==> src/design/cdfs_consts.vh <==
// Contract
// - dc fault drives the active-low alarm output low
// - dc fault puts both bridge outputs in high impedance
// - dc fault stays latched; only power-on reset clears it
// - toggling sleep input leaves a latched dc fault untouched
// - duty deviation over 14% same polarity beyond 420 ms raises dc fault
// - per-gain input threshold held over 420 ms triggers dc detect
// - over-current sets short latch and drives alarm low
// - short latch holds both bridge outputs in high impedance
// - short latch clears when sleep input passes through low
// - temperature above trip point shuts down and disables outputs
// - thermal shutdown not latched; resumes after 15 degree fall
// - thermal shutdown never asserts the alarm output
// - outputs switch ground to supply, in phase at zero input
// - positive output: pos duty above half, neg below half
// - negative output: pos duty below half, neg above half
// - gain select high bit first: 20, 26, 32, 36 dB
// - sleep low mutes outputs and enters low-current shutdown
`ifndef CDFS_CONSTS_VH
`define CDFS_CONSTS_VH
`define CDFS_CLK_MHZ       100
`define CDFS_DC_TIME_MS    420
`define CDFS_DC_CYCLES     (`CDFS_DC_TIME_MS * 1000 * `CDFS_CLK_MHZ + 1)
`define CDFS_PWM_BITS      8
`define CDFS_PWM_HALF      8'h80
`define CDFS_DEV_PCT       14
`define CDFS_DEV_LIMIT     ((256 * `CDFS_DEV_PCT) / 100)
`define CDFS_TRIP_DEG      150
`define CDFS_HYST_DEG      15
`define CDFS_TEMP_BITS     8
`define CDFS_THR_G20_MV    112
`define CDFS_THR_G26_MV    56
`define CDFS_THR_G32_MV    28
`define CDFS_THR_G36_MV    17
`define CDFS_GAIN_20       2'b00
`define CDFS_GAIN_26       2'b01
`define CDFS_GAIN_32       2'b10
`define CDFS_GAIN_36       2'b11
`define CDFS_TMR_BITS      36
`endif

==> src/design/cdfs_supervisor.v <==
`timescale 1ns/10ps
`default_nettype none
`include "cdfs_consts.vh"
module cdfs_supervisor #(
  parameter [35:0] DC_CYCLES = `CDFS_DC_CYCLES
) (
  input  wire       i_core_clk,
  input  wire       i_nrst,
  input  wire       i_sleep_n_in,
  input  wire       i_amp_sel_lo,
  input  wire       i_amp_sel_hi,
  input  wire       i_over_current,
  input  wire [7:0] i_die_temp,
  input  wire [7:0] i_mod_duty,
  input  wire       i_pwm_tick,
  input  wire [7:0] i_in_diff_mv,
  input  wire       i_in_diff_neg,
  output reg        o_fault_n,
  output reg        o_bridge_pos_drive,
  output reg        o_bridge_neg_drive,
  output reg        o_bridge_pos_oe,
  output reg        o_bridge_neg_oe,
  output reg        o_shutdown,
  output reg        o_dc_fault,
  output reg        o_short_fault,
  output reg        o_thermal_sd,
  output reg  [1:0] o_gain_code
);
  localparam [2:0] ST_HOLD = 3'b001;
  localparam [2:0] ST_RUN  = 3'b010;
  localparam [2:0] ST_OFF  = 3'b100;
  // constants at the widths of the signals they meet
  localparam [9:0] DEV_LIMIT  = `CDFS_DEV_LIMIT;  // widest gap still within 14%
  localparam [7:0] THR_G20    = `CDFS_THR_G20_MV;
  localparam [7:0] THR_G26    = `CDFS_THR_G26_MV;
  localparam [7:0] THR_G32    = `CDFS_THR_G32_MV;
  localparam [7:0] THR_G36    = `CDFS_THR_G36_MV;
  localparam [7:0] TRIP_DEG   = `CDFS_TRIP_DEG;
  localparam [7:0] RESUME_DEG = `CDFS_TRIP_DEG - `CDFS_HYST_DEG;

  wire       sleep_n_s;
  wire       oc_s;
  wire       sel_lo_s;
  wire       sel_hi_s;
  reg  [2:0] state_ff;
  reg  [2:0] nxt_state;
  reg  [7:0] ramp_ff;
  reg        pol_ff;
  reg        dev_act_ff;
  reg  [35:0] tmr_ff;
  reg  [7:0] thr_mv;
  wire [8:0] dev_mag;
  wire [9:0] diff_mag;
  wire       dev_pos;
  wire       dev_over;
  wire       in_over;
  wire       cond;
  wire       stop_out;
  wire       pos_pwm;
  wire       neg_pwm;

  // pin inputs pass two flops
  cdfs_sync2 #(.RST_VAL(1'b0)) u_sync_sleep (
    .i_core_clk (i_core_clk),
    .i_nrst     (i_nrst),
    .i_async    (i_sleep_n_in),
    .o_sync     (sleep_n_s)
  );
  cdfs_sync2 #(.RST_VAL(1'b0)) u_sync_oc (
    .i_core_clk (i_core_clk),
    .i_nrst     (i_nrst),
    .i_async    (i_over_current),
    .o_sync     (oc_s)
  );
  cdfs_sync2 #(.RST_VAL(1'b0)) u_sync_lo (
    .i_core_clk (i_core_clk),
    .i_nrst     (i_nrst),
    .i_async    (i_amp_sel_lo),
    .o_sync     (sel_lo_s)
  );
  cdfs_sync2 #(.RST_VAL(1'b0)) u_sync_hi (
    .i_core_clk (i_core_clk),
    .i_nrst     (i_nrst),
    .i_async    (i_amp_sel_hi),
    .o_sync     (sel_hi_s)
  );

  always @* begin
    case ({sel_hi_s, sel_lo_s})
      `CDFS_GAIN_20: thr_mv = THR_G20;
      `CDFS_GAIN_26: thr_mv = THR_G26;
      `CDFS_GAIN_32: thr_mv = THR_G32;
      default:       thr_mv = THR_G36;
    endcase
  end

  // differential duty: pos duty minus neg duty
  assign dev_pos  = i_mod_duty >= `CDFS_PWM_HALF;
  assign dev_mag  = dev_pos ? {1'b0, i_mod_duty} - {1'b0, `CDFS_PWM_HALF}
                            : {1'b0, `CDFS_PWM_HALF} - {1'b0, i_mod_duty};
  assign diff_mag = {dev_mag, 1'b0};  // both outputs move, so the gap is twice
  assign dev_over = diff_mag > DEV_LIMIT;
  assign in_over  = i_in_diff_mv >= thr_mv;
  assign cond     = (state_ff == ST_RUN) && (dev_over || in_over);
  // polarity of whichever detector fired
  wire   cur_pol  = dev_over ? dev_pos : !i_in_diff_neg;

  always @(posedge i_core_clk) begin
    if (!i_nrst) begin
      tmr_ff     <= 36'h0_0000_0000;
      pol_ff     <= 1'b0;
      dev_act_ff <= 1'b0;
    end else if (!cond || (dev_act_ff && (pol_ff != cur_pol))) begin
      tmr_ff     <= 36'h0_0000_0000;
      pol_ff     <= cur_pol;
      dev_act_ff <= cond;
    end else begin
      dev_act_ff <= 1'b1;
      pol_ff     <= cur_pol;
      if (tmr_ff < DC_CYCLES)
        tmr_ff <= tmr_ff + 36'h0_0000_0001;
    end
  end

  // operating state: hold in sleep, run, or thermal off
  always @* begin
    case (state_ff)
      ST_HOLD: nxt_state = sleep_n_s ? ST_RUN : ST_HOLD;
      ST_RUN: begin
        if (!sleep_n_s)
          nxt_state = ST_HOLD;
        else if (i_die_temp > TRIP_DEG)
          nxt_state = ST_OFF;
        else
          nxt_state = ST_RUN;
      end
      ST_OFF: begin
        if (i_die_temp <= RESUME_DEG)
          nxt_state = sleep_n_s ? ST_RUN : ST_HOLD;
        else
          nxt_state = ST_OFF;
      end
      default: nxt_state = ST_HOLD;
    endcase
  end

  always @(posedge i_core_clk) begin
    if (!i_nrst)
      ramp_ff <= 8'h00;
    else if (i_pwm_tick)
      ramp_ff <= ramp_ff + 8'h01;
  end

  assign pos_pwm  = ramp_ff < i_mod_duty;
  assign neg_pwm  = {1'b0, ramp_ff} < (9'h100 - {1'b0, i_mod_duty});
  assign stop_out = o_dc_fault || o_short_fault || (state_ff != ST_RUN);

  // operating state register
  always @(posedge i_core_clk) begin
    if (!i_nrst)
      state_ff <= ST_HOLD;
    else
      state_ff <= nxt_state;
  end

  // dc fault latch
  // only reset clears
  always @(posedge i_core_clk) begin
    if (!i_nrst)
      o_dc_fault <= 1'b0;
    else if (tmr_ff >= DC_CYCLES)
      o_dc_fault <= 1'b1;
  end

  // short-circuit latch
  // short latch set wins
  always @(posedge i_core_clk) begin
    if (!i_nrst)
      o_short_fault <= 1'b0;
    else if (oc_s && (state_ff == ST_RUN))
      o_short_fault <= 1'b1;
    else if (!sleep_n_s)
      o_short_fault <= 1'b0;
  end

  // alarm and bridge drive
  always @(posedge i_core_clk) begin
    if (!i_nrst) begin
      o_fault_n          <= 1'b1;
      o_bridge_pos_drive <= 1'b0;
      o_bridge_neg_drive <= 1'b0;
      o_bridge_pos_oe    <= 1'b0;
      o_bridge_neg_oe    <= 1'b0;
      o_shutdown         <= 1'b1;
      o_thermal_sd       <= 1'b0;
      o_gain_code        <= 2'b00;
    end else begin
      o_fault_n          <= !(o_dc_fault || o_short_fault);
      o_bridge_pos_oe    <= !stop_out;
      o_bridge_neg_oe    <= !stop_out;
      o_bridge_pos_drive <= !stop_out && pos_pwm;
      o_bridge_neg_drive <= !stop_out && neg_pwm;
      o_shutdown         <= stop_out;
      o_thermal_sd       <= (state_ff == ST_OFF);
      o_gain_code        <= {sel_hi_s, sel_lo_s};
    end
  end
endmodule
`default_nettype wire

==> src/design/cdfs_sync2.v <==
`timescale 1ns/10ps
`default_nettype none
module cdfs_sync2 #(
  parameter RST_VAL = 1'b0
) (
  input  wire i_core_clk,
  input  wire i_nrst,
  input  wire i_async,
  output reg  o_sync
);
  reg meta_ff;
  // two-stage synchroniser
  always @(posedge i_core_clk) begin
    if (!i_nrst) begin
      meta_ff <= RST_VAL;
      o_sync  <= RST_VAL;
    end else begin
      meta_ff <= i_async;
      o_sync  <= meta_ff;
    end
  end
endmodule
`default_nettype wire

==> config.mk <==
export PLATFORM = sky130hd
export DESIGN_NAME = cdfs_supervisor
export DESIGN_NICKNAME = d
export VERILOG_FILES = /design/src/design/cdfs_supervisor.v /design/src/design/cdfs_sync2.v
export VERILOG_INCLUDE_DIRS = /design/src /design/src/design
export SDC_FILE = /design/constraint.sdc
export NUM_CORES = 1
export LEC_CHECK = 0
export ABC_CLOCK_PERIOD_IN_PS = 2500
export BUFFER_PORTS_ARGS = -buffer_cell sky130_fd_sc_hd__buf_2
export CAP_MARGIN = 20
export CORE_UTILIZATION = 60
export CTS_BUF_LIST = sky130_fd_sc_hd__clkbuf_4
export DETAILED_ROUTE_END_ITERATION = 10
export GPL_TIMING_DRIVEN = 1
export PLACE_DENSITY = 0.86
export SYNTH_ARGS = -nofsm -noshare
export SYNTH_HDL_FRONTEND = slang
export SYNTH_SLANG_ARGS = --single-unit
==> constraint.sdc <==
create_clock -name i_core_clk -period 2.5 [get_ports i_core_clk]
set_input_delay 0.125 -clock i_core_clk [delete_from_list [all_inputs] [get_ports i_core_clk]]
set_output_delay 0.125 -clock i_core_clk [all_outputs]
set_load 0.01 [all_outputs]
==> impl_metrics.yaml <==
synth:
  synth_cells: 415
  syn_nets: 476
  synthArstFlopShare_pct: 0
  synth.avg_cell_area_um2: 9.33
  yosys_register_bits: 67
  yosys-top-cells-count: "67 x dfxtp_1, 38 x inv_1, 29 x ha_1"
  synth_cell_type_count: 63
  synth-main-ff-cell: "dfxtp_1"
  synth_edf_count: 0
  syn_area_um2: 3870
  synth.top_cell.area_share_pct: 34.7
  synthTopCellsByArea: "dfxtp_1 35%, ha_1 9.4%, xor2_1 4.3%"
  yosysSeqAreaShare_pct: 34.7
  synth_most_common_cell: "dfxtp_1"
  ys_warn_count: 0
  synth_area_leader_cell: "dfxtp_1"
setup_path:
  r2r_end: "tmr_ff[16]$_SDFFE_PP0N_"
  critPathTopFamily: "simple AND/OR/NAND/NOR gates"
  reg2reg_depth: 11
  criticalPathCategory: "flop to flop"
  critPathMaxStageDelay_ns: 0.36
  cp_cell_sequence: "inv_1 > ha_1 > inv_1 > ha_1 > nor4b_1 > nor2_1 > nor3_1 > nor3b_1 > o41ai_4 > buf_12 > a211oi_1"
  crit_fanout: 37
  endpoint: "tmr_ff[16]$_SDFFE_PP0N_"
  cp_num_cells: 11
  r2r_slack_ns: 0.16
  slowest_stage: "o41ai_4"
  cp-start-kind: "flop"
  crit_buf_inv: 3
  endpoint_kind: "flop"
  critical_path_arrival_ns: 2.62
  worstReg2RegStart: "u_sync_lo.o_sync$_SDFF_PN0_"
  cp.required_ns: 2.78
  worstSetupStartpoint: "u_sync_lo.o_sync$_SDFF_PN0_"
detailed_routing:
  wl_um: 8070
  avgRoutedWirePerCell_um: 14.9
  drc_errors: 0
  drt_iter0_markers: 169
  vias_per_cell: 5.93
  ant_nets: 0
  drt_pre_antenna_iters: 4
  vias: 3203
placement:
  gp_congestion: 0.971
  port_buffers: 42
  dp_hpwl_um: 5730
timing:
  finalCriticalPeriod_ns: 2.34
  fin_crit_sh_pct: 93.6
  setup_tns_ns: 0
  fin_skew_ns: 0.0151
  slew_viol_final: 0
  max_slew_margin_pct: 64.7
  setup_violations: 0
  hold_violations: 0
  worstMarginPinSlew_ns: 0.527
  maxClockFrequency_ghz: 0.427
  rsz0062_at_grt: "no"
floorplan:
  die_w_um: 82.3
  std_cell_rows: 28
  die_h_um: 82.3
  core_um2: 6060
  die_area_um2: 6770
  start_util_pct: 63.9
  ios: 43
grt:
  antenna_found_initial: 0
  grt_overflow: 0
  grt_pass1_vias: 3176
  track_usage_pct: 26.3
  grt_max_degree: 38
  grt_pass1_wl_um: 13600
finish:
  final-seq-area_um2: 1340
  drive_above_1_share_pct: 19.8
  fin_util_pct: 70.4
  fin_nets: 521
  nFillCells: 462
  multi_input_area_um2: 2250
  antennaDiodeCount: 0
  syn_to_final_growth_pct: 10.2
power_and_ir_drop:
  vdd_drop_max_mv: 0.475
  p_sw_share_pct: 26.8
  p_leak_nw: 1.68
  power_frac_seq_pct: 58.7
  p_sw_uw: 498
  p_per_area_nw_per_um2: 435
  p_int_mw: 1.36
  p_comb_share_pct: 11.0
  p_clk_share_pct: 30.3
clock_network:
  cts.sinks: 67
  clk_pin_slew_ns: 0.10
  clock_latency_ns: 0.42
  ctsResizeCount: 0
  cts_max_path_buffers: 2
  root_buffer: "clkbuf_4"
  ctsHtreeMaxLevel: 3
  cts_inserted_buffers: 9
  cts_tree: "yes"
min_path:
  min_path_type: "primary input to flop"
run:
  maxCapViolations: 0
status:
  status: "finished clean"
==> repair_timing <==
| item | 4_1_cts | 5_1_grt |
|---|---|---|
| hold endpoints to repair | 5 | 0 |
| buffers inserted | 0 | 0 |
| hold buffers | 5 | 0 |
==> registers in the layout (all words and copies together), names as in the netlist, 2 cells and up <==
signal,flops
o_gain_code,2
ramp_ff,8
state_ff,3
tmr_ff,36
==> power groups by stage <==
stage | clock, mW | sequential, mW | combinational [mW]
floorplan | 0 | 1.11 | 0.142
global placement | 0 | 1.11 | 0.187
detailed placement | 0 | 1.11 | 0.197
CTS | 0.575 | 1.09 | 0.203
global route | 0.619 | 1.09 | 0.227
finish | 0.562 | 1.09 | 0.204
==> cell type report <==
type | instances | area share (%)
inverter | 38 | 3.34
clock inverter | 7 | 0.821
sequential | 67 | 31.4
multi-input combinational | 291 | 52.9
tap | 75 | 2.20
timing repair buffer | 53 | 7.74
clock buffer | 9 | 1.58
==> logic make-up after synthesis <==
family | count (synthesis) | synth area share [%]
AO/OA/AOI/OAI | 87 | 19.4
XOR/XNOR | 31 | 7.50
adder cells (fa/ha/maj) | 29 | 9.38
buffers and inverters | 57 | 7.08
flip-flops | 67 | 34.7
multiplexers | 2 | 0.614
AND/OR/NAND/NOR | 142 | 21.4
==> metrics by stage <==
stage,hold WS (ns),setup slack (ns),power (mW),instance area (um2),cells
global route,0.0868,0.00526,1.94,4270,540
finish,0.0596,0.160,1.86,4270,540
floorplan,0.252,0.208,1.25,3870,415
global placement,0.334,0.239,1.30,4110,519
detailed placement,0.336,0.168,1.31,4110,519
CTS,0.0348,0.148,1.87,4270,540
==> layout by cell type (no fill, tap or decap), drive strengths merged, types with 3 or more instances in the layout <==
cell,Yosys,routed
nand4,14,14
xnor2,11,11
o21ai,13,13
a21oi,6,6
o31ai,3,3
a31oi,3,3
ha,29,29
xor2,20,20
nor2,13,13
a21o,8,8
nand3,21,21
buf,11,48
or3,7,7
clkbuf,8,9
nor3,11,11
nand2,26,26
a211oi,31,31
nor4,9,9
inv,38,38
clkinv,0,6
dfxtp,67,67
and2,18,18
nor2b,3,3
nand2b,4,4
dlygate4sd3,0,5
and3,6,6
a221oi,6,6
==> worst min path at each step <==
stage,startpoint,to,slack [ns],depth (start not counted)
after floorplan,i_amp_sel_hi,u_sync_hi.meta_ff$_SDFF_PN0_,0.25,1
after global placement,i_over_current,u_sync_oc.meta_ff$_SDFF_PN0_,0.33,2
after detailed placement,i_over_current,u_sync_oc.meta_ff$_SDFF_PN0_,0.34,2
after CTS,i_die_temp[5],state_ff[2]$_SDFF_PN0_,0.03,3
after global routing,i_nrst,state_ff[0]$_SDFF_PN1_,0.09,2
final,i_nrst,state_ff[0]$_SDFF_PN1_,0.06,2
==> routing by layer <==
metal | track usage, % | wire length, um | up-vias
li1 | - | - | 1591
met1 | 28.9 | 3370 | 1497
met2 | 47.7 | 4150 | 91
met3 | 6.92 | 360 | 24
met4 | 11.1 | 188 | 0
met5 | 0 | 0 | -
Note: power is estimated with default switching activity, not from simulation.
